--- src/include/rtcs_defines.svh ---
`ifndef RTCS_DEFINES_SVH
`define RTCS_DEFINES_SVH
// Register indices on the four-wire register port
`define RTCS_ADDR_SECONDS 4'h0
`define RTCS_ADDR_CTRL1 4'hE
`define RTCS_ADDR_CTRL2 4'hF
// Control register 1 fields
`define RTCS_C1_WEEK_EN 7
`define RTCS_C1_DAY_EN 6
`define RTCS_C1_HOUR24 5
`define RTCS_C1_CLKDIS_B 4
`define RTCS_C1_TEST 3
`define RTCS_C1_SEL_HI 2
`define RTCS_C1_SEL_LO 0
`define RTCS_C1_RESET 8'h00
// Control register 2 fields
`define RTCS_C2_THR_SEL 7
`define RTCS_C2_SUPPLY_LOW 6
`define RTCS_C2_SPARE1 5
`define RTCS_C2_HALT 4
`define RTCS_C2_CLKDIS_A 3
`define RTCS_C2_PERIODIC 2
`define RTCS_C2_WEEK_FLAG 1
`define RTCS_C2_DAY_FLAG 0
`define RTCS_C2_RESET 8'h10
// Periodic selection codes
`define RTCS_SEL_OFF 3'h0
`define RTCS_SEL_LOW 3'h1
`define RTCS_SEL_2HZ 3'h2
`define RTCS_SEL_1HZ 3'h3
`define RTCS_SEL_SEC 3'h4
`define RTCS_SEL_MIN 3'h5
`define RTCS_SEL_HOUR 3'h6
`define RTCS_SEL_MONTH 3'h7
// Timing
`define RTCS_CLK_MHZ 100
`define RTCS_SEC_LAG_US 92
`define RTCS_SEC_LAG_CYC (`RTCS_SEC_LAG_US * `RTCS_CLK_MHZ)
`define RTCS_ALARM_LAG_US 61
`define RTCS_ALARM_LAG_CYC (`RTCS_ALARM_LAG_US * `RTCS_CLK_MHZ)
`define RTCS_OSC_HZ 32768
`define RTCS_ADJ_SHIFT_US 3784
`define RTCS_ADJ_TICKS ((`RTCS_ADJ_SHIFT_US * `RTCS_OSC_HZ) / 1000000)
`define RTCS_SUBSEC_W 15
`define RTCS_LAG_W 14
`endif

--- src/include/rtcs_pkg.sv ---
package rtcs_pkg;
    typedef enum logic [3:0] {
        RTCS_WAVE_OFF = 4'h1,
        RTCS_WAVE_LOW = 4'h2,
        RTCS_WAVE_PULSE = 4'h4,
        RTCS_WAVE_LEVEL = 4'h8
    } rtcs_wave_t;
    typedef logic [7:0] rtcs_byte_t;
    typedef logic [3:0] rtcs_addr_t;
endpackage : rtcs_pkg

--- src/hw/rtcs_ctrl.sv ---
`timescale 1ns/100ps
`include "rtcs_defines.svh"
// What this block does
// - Three-bit periodic select; 000 keeps output high, 001 holds it low.
// - Codes 010 and 011 give 2 Hz and 1 Hz half-duty squares.
// - Level codes fire each second, minute, hour or month start.
// - Level mode: seconds increment coincides with the output falling edge.
// - Adjustment shifts the cycle by up to 3.784 ms every 20 s.
// - Pulse mode: seconds increment lags the falling edge by 92 us.
// - A seconds write clears the divider; in pulse and level modes it drives the output low.
// - Threshold select: 0 picks 2.1 V, 1 picks 1.6 V.
// - Supply-low flag latches at 1 and monitoring stops.
// - Writing 0 clears supply-low and restarts monitoring; 1 does nothing.
// - Spare bit one stores data; forced to 0 while halt flag is set.
// - Halt sensing only works while chip enable is low.
// - Halt flag sets when the crystal stops and stays set afterwards.
// - Halt flag clears adjustment and control bits, stops irq, runs clock.
// - Writing 0 clears halt flag and re-arms sensing; 1 does nothing.
// - Clock output runs if either disable bit is 0, high if both 1.
// - Without clock control, that bit is spare storage cleared on halt.
// - Periodic flag reads 1 while the periodic source pulls output low.
// - Level mode: writing 0 to periodic flag releases output until next.
// - Alarm flag sets 61 us after a match when its enable is 1.
// - Writing 0 to an alarm flag clears it; 1 does nothing.
// - Alarm flag reads 0 while its enable is 0.
// - Periodic select sits in bits 2..0 of control register at E.
// - Alarm enable bits switch their alarm circuits on and off.
module rtcs_ctrl #(
    parameter int SEC_LAG_CYC = `RTCS_SEC_LAG_CYC,
    parameter int ALARM_LAG_CYC = `RTCS_ALARM_LAG_CYC,
    parameter bit CLKOUT_VARIANT = 1'b1
) (
    // Clock and reset
    input wire logic core_clk,
    input wire logic sys_rst,
    // Register port
    input wire logic reg_wr_en,
    input wire logic reg_rd_en,
    input wire rtcs_pkg::rtcs_addr_t reg_addr,
    input wire rtcs_pkg::rtcs_byte_t reg_wr_data,
    output rtcs_pkg::rtcs_byte_t reg_rd_data,
    // Pins
    input wire logic osc_in,
    input wire logic chip_enable,
    input wire logic osc_halt_detect,
    input wire logic supply_below_2v1,
    input wire logic supply_below_1v6,
    output logic irq_out_n,
    output logic slow_clock_out,
    // Timekeeping counters
    input wire logic roll_minute,
    input wire logic roll_hour,
    input wire logic roll_month,
    input wire logic weekly_alarm_match,
    input wire logic daily_alarm_match,
    input wire logic adj_lengthen,
    input wire logic adj_shorten,
    output logic seconds_inc,
    output logic adjust_clear,
    output logic hour_mode_24,
    output logic test_mode,
    output logic supply_monitor_on
);
    import rtcs_pkg::*;

    ////////////////////////////////////////////////////////////////////////
    // Pin synchronisers
    logic [4:0] pins_sync;
    logic osc_s;
    logic ce_s;
    logic halt_s;
    logic low_2v1_s;
    logic low_1v6_s;

    rtcs_sync3 #(.W(5)) u_sync (
        .core_clk(core_clk),
        .sys_rst(sys_rst),
        .pin_in({osc_in, chip_enable, osc_halt_detect,
            supply_below_2v1, supply_below_1v6}),
        .pin_sync(pins_sync)
    );
    assign {osc_s, ce_s, halt_s, low_2v1_s, low_1v6_s} = pins_sync;

    logic osc_prev_ff;
    logic osc_tick;
    always_ff @(posedge core_clk) begin
        if (sys_rst) begin
            osc_prev_ff <= 1'b0;
        end else begin
            osc_prev_ff <= osc_s;
        end
    end
    assign osc_tick = osc_s && !osc_prev_ff;

    ////////////////////////////////////////////////////////////////////////
    // Control registers
    rtcs_byte_t ctrl1_ff;
    logic thr_sel_ff;
    logic supply_low_ff;
    logic spare1_ff;
    logic halt_ff;
    logic clkdis_a_ff;
    logic level_flag_ff;
    logic [1:0] alarm_flag_ff;
    logic wr_c1;
    logic wr_c2;
    logic wr_sec;
    logic [2:0] sel;
    rtcs_wave_t wave;

    assign wr_c1 = reg_wr_en && (reg_addr == `RTCS_ADDR_CTRL1);
    assign wr_c2 = reg_wr_en && (reg_addr == `RTCS_ADDR_CTRL2);
    assign wr_sec = reg_wr_en && (reg_addr == `RTCS_ADDR_SECONDS);
    assign sel = ctrl1_ff[`RTCS_C1_SEL_HI:`RTCS_C1_SEL_LO];

    always_comb begin
        case (sel)
            `RTCS_SEL_OFF: wave = RTCS_WAVE_OFF;
            `RTCS_SEL_LOW: wave = RTCS_WAVE_LOW;
            `RTCS_SEL_2HZ, `RTCS_SEL_1HZ: wave = RTCS_WAVE_PULSE;
            default: wave = RTCS_WAVE_LEVEL;
        endcase
    end

    // Halt flag wipes the rest of both control registers every cycle
    always_ff @(posedge core_clk) begin
        if (sys_rst || halt_ff) begin
            ctrl1_ff <= `RTCS_C1_RESET;
        end else if (wr_c1) begin
            ctrl1_ff <= reg_wr_data;
        end
    end

    always_ff @(posedge core_clk) begin
        if (sys_rst || halt_ff) begin
            thr_sel_ff <= 1'b0;
            spare1_ff <= 1'b0;
            clkdis_a_ff <= 1'b0;
        end else if (wr_c2) begin
            thr_sel_ff <= reg_wr_data[`RTCS_C2_THR_SEL];
            spare1_ff <= reg_wr_data[`RTCS_C2_SPARE1];
            clkdis_a_ff <= reg_wr_data[`RTCS_C2_CLKDIS_A];
        end
    end

    ////////////////////////////////////////////////////////////////////////
    // Oscillation halt sensing
    // Detection wins over a write of 0 landing in the same cycle
    always_ff @(posedge core_clk) begin
        if (sys_rst) begin
            halt_ff <= 1'b1;
        end else if (halt_s && !ce_s) begin
            halt_ff <= 1'b1;
        end else if (wr_c2 && !reg_wr_data[`RTCS_C2_HALT]) begin
            halt_ff <= 1'b0;
        end
    end
    assign adjust_clear = halt_ff;

    ////////////////////////////////////////////////////////////////////////
    // Supply monitor
    logic supply_low_now;
    assign supply_low_now = thr_sel_ff ? low_1v6_s : low_2v1_s;
    assign supply_monitor_on = !supply_low_ff;

    always_ff @(posedge core_clk) begin
        if (sys_rst || halt_ff) begin
            supply_low_ff <= 1'b0;
        end else if (supply_low_now && !supply_low_ff) begin
            supply_low_ff <= 1'b1;
        end else if (wr_c2 && !reg_wr_data[`RTCS_C2_SUPPLY_LOW]) begin
            supply_low_ff <= 1'b0;
        end
    end

    ////////////////////////////////////////////////////////////////////////
    // Sub-second divider and seconds increment
    logic [`RTCS_SUBSEC_W-1:0] phase;
    logic wrap;

    rtcs_subsec u_subsec (
        .core_clk(core_clk),
        .sys_rst(sys_rst),
        .osc_tick(osc_tick),
        .clear(wr_sec),
        .adj_lengthen(adj_lengthen && !halt_ff),
        .adj_shorten(adj_shorten && !halt_ff),
        .phase_ff(phase),
        .wrap(wrap)
    );

    // Pulse mode delays the increment so readers see a stable edge first
    logic [`RTCS_LAG_W-1:0] sec_lag_ff;
    logic sec_lag_busy_ff;
    logic seconds_inc_ff;
    always_ff @(posedge core_clk) begin
        if (sys_rst || wr_sec) begin
            sec_lag_ff <= '0;
            sec_lag_busy_ff <= 1'b0;
            seconds_inc_ff <= 1'b0;
        end else if (wrap && wave != RTCS_WAVE_PULSE) begin
            seconds_inc_ff <= 1'b1;
        end else if (wrap) begin
            sec_lag_ff <= `RTCS_LAG_W'(SEC_LAG_CYC - 1);
            sec_lag_busy_ff <= 1'b1;
            seconds_inc_ff <= 1'b0;
        end else if (sec_lag_busy_ff && sec_lag_ff == '0) begin
            sec_lag_busy_ff <= 1'b0;
            seconds_inc_ff <= 1'b1;
        end else begin
            if (sec_lag_busy_ff) begin
                sec_lag_ff <= sec_lag_ff - `RTCS_LAG_W'(1);
            end
            seconds_inc_ff <= 1'b0;
        end
    end
    assign seconds_inc = seconds_inc_ff;

    ////////////////////////////////////////////////////////////////////////
    // Periodic interrupt source
    logic pulse_low;
    logic level_hit;
    always_comb begin
        case (sel)
            `RTCS_SEL_2HZ: pulse_low = !phase[`RTCS_SUBSEC_W-2];
            `RTCS_SEL_1HZ: pulse_low = !phase[`RTCS_SUBSEC_W-1];
            default: pulse_low = 1'b0;
        endcase
    end

    always_comb begin
        case (sel)
            `RTCS_SEL_SEC: level_hit = 1'b1;
            `RTCS_SEL_MIN: level_hit = roll_minute;
            `RTCS_SEL_HOUR: level_hit = roll_hour;
            `RTCS_SEL_MONTH: level_hit = roll_month;
            default: level_hit = 1'b0;
        endcase
    end

    // Level latch rises with the second boundary; a new cycle beats a clear
    always_ff @(posedge core_clk) begin
        if (sys_rst || halt_ff || wave != RTCS_WAVE_LEVEL) begin
            level_flag_ff <= 1'b0;
        end else if (wr_sec) begin
            level_flag_ff <= 1'b1;
        end else if (wrap && level_hit) begin
            level_flag_ff <= 1'b1;
        end else if (wr_c2 && !reg_wr_data[`RTCS_C2_PERIODIC]) begin
            level_flag_ff <= 1'b0;
        end
    end

    logic periodic_low;
    always_comb begin
        case (wave)
            RTCS_WAVE_OFF: periodic_low = 1'b0;
            RTCS_WAVE_LOW: periodic_low = 1'b1;
            RTCS_WAVE_PULSE: periodic_low = pulse_low;
            RTCS_WAVE_LEVEL: periodic_low = level_flag_ff;
            default: periodic_low = 1'b0;
        endcase
    end

    ////////////////////////////////////////////////////////////////////////
    // Alarm flags, weekly at index 1, daily at index 0
    logic [1:0] alarm_en;
    logic [1:0] alarm_match;
    assign alarm_en = {ctrl1_ff[`RTCS_C1_WEEK_EN], ctrl1_ff[`RTCS_C1_DAY_EN]};
    assign alarm_match = {weekly_alarm_match, daily_alarm_match};

    genvar a;
    generate
        for (a = 0; a < 2; a++) begin : g_alarm
            logic [`RTCS_LAG_W-1:0] lag_ff;
            logic busy_ff;
            logic fire;
            assign fire = busy_ff && (lag_ff == '0);

            always_ff @(posedge core_clk) begin
                if (sys_rst || !alarm_en[a]) begin
                    lag_ff <= '0;
                    busy_ff <= 1'b0;
                end else if (alarm_match[a]) begin
                    lag_ff <= `RTCS_LAG_W'(ALARM_LAG_CYC - 1);
                    busy_ff <= 1'b1;
                end else if (fire) begin
                    busy_ff <= 1'b0;
                end else if (busy_ff) begin
                    lag_ff <= lag_ff - `RTCS_LAG_W'(1);
                end
            end

            // Enable low holds the flag at 0, so it reads 0 too
            always_ff @(posedge core_clk) begin
                if (sys_rst || !alarm_en[a]) begin
                    alarm_flag_ff[a] <= 1'b0;
                end else if (fire) begin
                    alarm_flag_ff[a] <= 1'b1;
                end else if (wr_c2 && !reg_wr_data[a]) begin
                    alarm_flag_ff[a] <= 1'b0;
                end
            end
        end
    endgenerate

    ////////////////////////////////////////////////////////////////////////
    // Pin outputs
    logic clk_run;
    assign clk_run = !CLKOUT_VARIANT || halt_ff ||
        !(clkdis_a_ff && ctrl1_ff[`RTCS_C1_CLKDIS_B]);

    always_ff @(posedge core_clk) begin
        if (sys_rst) begin
            irq_out_n <= 1'b1;
        end else begin
            irq_out_n <= !(periodic_low || (|alarm_flag_ff));
        end
    end

    // Held high when stopped; follows the crystal otherwise
    always_ff @(posedge core_clk) begin
        if (sys_rst) begin
            slow_clock_out <= 1'b1;
        end else begin
            slow_clock_out <= clk_run ? osc_s : 1'b1;
        end
    end

    assign hour_mode_24 = ctrl1_ff[`RTCS_C1_HOUR24];
    assign test_mode = ctrl1_ff[`RTCS_C1_TEST];

    ////////////////////////////////////////////////////////////////////////
    // Register read-back
    always_ff @(posedge core_clk) begin
        if (sys_rst) begin
            reg_rd_data <= 8'h00;
        end else if (reg_rd_en) begin
            case (reg_addr)
                `RTCS_ADDR_CTRL1: reg_rd_data <= ctrl1_ff;
                `RTCS_ADDR_CTRL2: reg_rd_data <= {thr_sel_ff, supply_low_ff,
                    spare1_ff, halt_ff, clkdis_a_ff, periodic_low,
                    alarm_flag_ff};
                default: reg_rd_data <= 8'h00;
            endcase
        end
    end
endmodule : rtcs_ctrl

--- src/hw/rtcs_subsec.sv ---
`timescale 1ns/100ps
`include "rtcs_defines.svh"
// Sub-second divider clocked by oscillator tick enables
module rtcs_subsec (
    // Clock and reset
    input wire logic core_clk,
    input wire logic sys_rst,
    // Control
    input wire logic osc_tick,
    input wire logic clear,
    input wire logic adj_lengthen,
    input wire logic adj_shorten,
    // Phase outputs
    output logic [`RTCS_SUBSEC_W-1:0] phase_ff,
    output logic wrap
);
    logic [7:0] stall_ff;
    logic lengthen_ff;
    logic shorten_ff;

    assign wrap = osc_tick && (stall_ff == 8'h00) && (&phase_ff);

    // Adjustment requests wait for the next second boundary
    always_ff @(posedge core_clk) begin
        if (sys_rst || clear) begin
            lengthen_ff <= 1'b0;
            shorten_ff <= 1'b0;
        end else if (wrap) begin
            lengthen_ff <= adj_lengthen;
            shorten_ff <= adj_shorten;
        end else begin
            lengthen_ff <= lengthen_ff | adj_lengthen;
            shorten_ff <= shorten_ff | adj_shorten;
        end
    end

    // Shifts land at the start of the low half so the boundary stays clean
    always_ff @(posedge core_clk) begin
        if (sys_rst || clear) begin
            phase_ff <= '0;
            stall_ff <= 8'h00;
        end else if (osc_tick) begin
            if (stall_ff != 8'h00) begin
                stall_ff <= stall_ff - 8'h01;
            end else if (wrap && shorten_ff) begin
                phase_ff <= `RTCS_SUBSEC_W'(`RTCS_ADJ_TICKS);
            end else if (wrap && lengthen_ff) begin
                phase_ff <= '0;
                stall_ff <= 8'(`RTCS_ADJ_TICKS);
            end else begin
                phase_ff <= phase_ff + `RTCS_SUBSEC_W'(1);
            end
        end
    end
endmodule : rtcs_subsec

--- src/hw/rtcs_sync3.sv ---
`timescale 1ns/100ps
// Three-stage pin synchroniser; output moves once stages two and three agree
module rtcs_sync3 #(
    parameter int W = 1
) (
    // Clock and reset
    input wire logic core_clk,
    input wire logic sys_rst,
    // Pins and synchronised levels
    input wire logic [W-1:0] pin_in,
    output logic [W-1:0] pin_sync
);
    logic [W-1:0] meta_ff;
    logic [W-1:0] mid_ff;
    logic [W-1:0] last_ff;

    always_ff @(posedge core_clk) begin
        if (sys_rst) begin
            meta_ff <= '0;
            mid_ff <= '0;
            last_ff <= '0;
        end else begin
            meta_ff <= pin_in;
            mid_ff <= meta_ff;
            last_ff <= mid_ff;
        end
    end

    genvar i;
    generate
        for (i = 0; i < W; i++) begin : g_agree
            always_ff @(posedge core_clk) begin
                if (sys_rst) begin
                    pin_sync[i] <= 1'b0;
                end else if (mid_ff[i] == last_ff[i]) begin
                    pin_sync[i] <= last_ff[i];
                end
            end
        end
    endgenerate
endmodule : rtcs_sync3

--- config.mk ---
export PLATFORM = sky130hd
export DESIGN_NAME = rtcs_ctrl
export DESIGN_NICKNAME = d
export VERILOG_FILES = /design/src/include/rtcs_pkg.sv /design/src/hw/rtcs_ctrl.sv /design/src/hw/rtcs_subsec.sv /design/src/hw/rtcs_sync3.sv
export VERILOG_INCLUDE_DIRS = /design/src /design/src/include
export SDC_FILE = /design/constraint.sdc
export NUM_CORES = 1
export LEC_CHECK = 0
export BUFFER_PORTS_ARGS = -buffer_cell sky130_fd_sc_hd__buf_2
export CAP_MARGIN = 20
export CORE_ASPECT_RATIO = 1.1
export CORE_MARGIN = 1.5
export CORE_UTILIZATION = 64
export DETAILED_ROUTE_END_ITERATION = 7
export MAX_ROUTING_LAYER = met4
export PLACE_DENSITY = 0.85
export SETUP_SLACK_MARGIN = 0.1
export SLEW_MARGIN = 25
export SYNTH_ARGS = -nofsm -noshare
export SYNTH_HDL_FRONTEND = slang
export SYNTH_SLANG_ARGS = --single-unit
--- constraint.sdc ---
create_clock -name core_clk -period 4.1 [get_ports core_clk]
set_input_delay 0.615 -clock core_clk [delete_from_list [all_inputs] [get_ports core_clk]]
set_output_delay 0.615 -clock core_clk [all_outputs]
set_load 0.02 [all_outputs]
==> results.md <==
* Top post-synthesis cells by count: dfxtp_1, nor2_1, a21oi_1
* Flop pwr share at 43.4%
* Setup bufs post-CTS at 0
* Number of flops mapped to enable cells by yosys at 0
* Tcrit/Tclk final at 64.2%
* Core area at 8040 µm²
* Largest net degree at the start of global routing at 37
* Clock tree buffer depth at 2
* DRC Markers at 0
* 1st-iter DRT viols at 230
* Cell Pwr Density at 428 nW/µm²
* Resized cells post-CTS at 0
* Die area at 8990 µm²
* Num CTS Buffers at 17
* Yosys warnings at 0
* Post-layout instance area at 6230 µm²
* Final WL at 12.7 mm
* Netlist cell types at 57
* Seq/Total Area, Yosys at 43.8%
* Upper clock frequency limit at 380 MHz
* Most frequent cell after synthesis: dfxtp_1
* Clock Skew at 6.94 ps
* GR Overflow Total at 0
* Mean post-synth cell area at 8.71 µm²
* Comb pwr share at 2.2%
* Layout Nets at 691
* Peak fanout along the critical path at 13
* All-Layer GR Usage at 29.9%
* Drt first pass iters at 5
* HP Class: input pin to register
* Max-Slew Margin vs Limit at 38.2%
* Root Buffer: clkbuf_8
* GPL Wtd Cong at 0.940
* Seq cells post-synth at 118
* Critical Path RT at 4480 ps
* Final hold violations at 0
* Status: completed
* Crit Path Category: register to register
* Switching Fraction at 23.0%
* First-pass GRT wire length at 21.0 mm
* Max Slew Vio Count at 0
* Via count at 4801
* Layout cells sized above 1 at 15.5%
* Nature of the critical path startpoint: register
* Yosys top cell by area: dfxtp_1
* Share of the synthesized area in the top cell type at 43.8%
* Setup TNS at 0 ps
* Post-synth top flop: dfxtp_1
* Endpoints failing setup at 0
* Ranking of synthesized cells by area: dfxtp_1, a21oi_1, nor2_1
* Worst Path Arrival at 3010 ps
* Worst vdd ir at 0.337 mV
* H-tree depth at 4
* Clock Sinks at 118
* Dpl cell area at 5650 µm²
* RSZ-0062 raised after global routing: false
* P_int at 2050 µW
* Tightest Pin Transition at 919 ps
* Site row count at 34
* Hpwl dp at 8.41 mm
* Switching power at 614 µW
* Fin crit period at 2630 ps
* Starting Density at 67.1%
* Port buffer count at 42
* Per-cell routed wire length at 16.4 µm
* Cts hold-fix bufs at 0
* Initial antenna violation count at 1
* Synth-to-layout area growth at 15.6%
* CTS tree: yes
* Syn Inst Count at 619
* IO Pins at 43
* Die Span Y at 99.3 µm
* Antenna Nets Post-Route at 0
* Later-pin clock latency in the skew report at 520 ps
* Via density at 6.17
* Max_cap viols at 0
* Crit end category: register
* Async set-reset flop share out of synthesis at 0%
* Clock share of power at 54.4%
* Syn nets at 654
* Vias in the first global route at 4578
* Clk pin slew, worst setup/hold paths at 60 ps
* Die X at 90.5 µm
* Syn Std Cell Area at 5390 µm²
* Pleak at 0.00224 µW
## area by class of cell
cell class	count	area, µm²
clock inverter	15	168
fill	551	1810
multi-input combinational	459	2870
inverter	16	60.1
antenna	1	2.50
clock buffer	17	414
tap	108	135
sequential	118	2360
timing repair buffer	44	225
## power groups by stage
stage	sequential [µW]	combinational, µW	clock, µW
after floorplan	1180	33.4	0
after global placement	1180	56.1	0
after detailed placement	1180	56.7	0
after CTS	1160	57.5	1450
after global routing	1160	63.2	1510
final	1160	58.8	1450
## state kept, by name, summed over array words and instances, names as in the netlist, 2 cells and up
signal	cells
u_sync.mid_ff	5
g_alarm.lag_ff	28
alarm_flag_ff	2
u_sync.meta_ff	5
sec_lag_ff	14
u_sync.last_ff	5
g_alarm.busy_ff	2
u_sync.pin_sync	5
reg_rd_data	8
ctrl1_ff	8
u_subsec.phase_ff	15
u_subsec.stall_ff	8
## cell families (layout without fill, tap and decap cells)
logic type / count (synthesis) / in the layout / synth area share (%)
AO/OA/AOI/OAI: 129 / 129 / 15.3
XOR/XNOR: 31 / 31 / 5.03
adder cells (fa/ha/maj): 7 / 7 / 1.62
buffers and inverters: 42 / 92 / 3.18
flip-flops: 118 / 118 / 43.8
multiplexers: 20 / 20 / 3.90
other: 0 / 1 / 0
AND/OR/NAND/NOR: 272 / 272 / 27.2
## worst paths after layout
| check | startpoint | end | slack [ps] | depth (start not counted) |
|---|---|---|---|---|
| worst max-delay path | u_subsec.stall_ff[0] | u_subsec.phase_ff[12] | 1470 | 7 |
| worst max register to register | u_subsec.stall_ff[0] | u_subsec.phase_ff[12] | 1470 | 7 |
| worst min register to register | u_sync.meta_ff[4] | u_sync.mid_ff[4] | 440 | 1 |
| worst min-delay path | chip_enable | u_sync.meta_ff[3] | 310 | 2 |
## cell usage in the layout (no fill, tap or decap), drive strengths merged, types with 4 or more instances in the layout
cell and n:
dfxtp 118, nor2 54, a21oi 50, buf 44, nand2 42, nand3 33
nor3 27, o21ai 24, nor2b 22, inv 22, xnor2 17, o21a 17
clkbuf 17, xor2 14, nor4 14, nand2b 13, mux2i 12, nand4 10
or3 9, mux2 8, or4 8, or2 7, nor3b 7, ha 7
and3 6, a31oi 6, a311oi 6, clkinv 6, o31ai 4, and4 4
nor4b 4, and2 4
## metal layers
metal | vias up | GRT usage, % | wire (µm) | part of all wire [%]
li1 | 2316 | - | - | -
met3 | 26 | 6.19 | 552 | 4.3
met5 | - | - | 0 | 0
met1 | 2292 | 32.1 | 5200 | 41
met2 | 167 | 52.9 | 6650 | 52
met4 | 0 | 13.6 | 336 | 2.6
## per-stage QoR
stage	std cells	power, µW	setup WS [ps]	hold slack [ps]	util (%)
after floorplan	619	1220	1840	414	-
after global placement	745	1240	1660	415	70.2
after detailed placement	745	1240	1550	427	70.2
after CTS	777	2670	1530	297	77.5
after global routing	778	2730	1250	295	77.5
final	778	2670	1470	306	77.5
## worst max-delay path, cell delays in order (launching register included)
cell and delay (ps):
dfxtp_1 330, inv_1 60, ha_1 170, nor3b_1 460, and3_1 590, nand2_1 240, o21ai_1 530, nor2_1 110
Note: power is estimated with default switching activity, not from simulation.
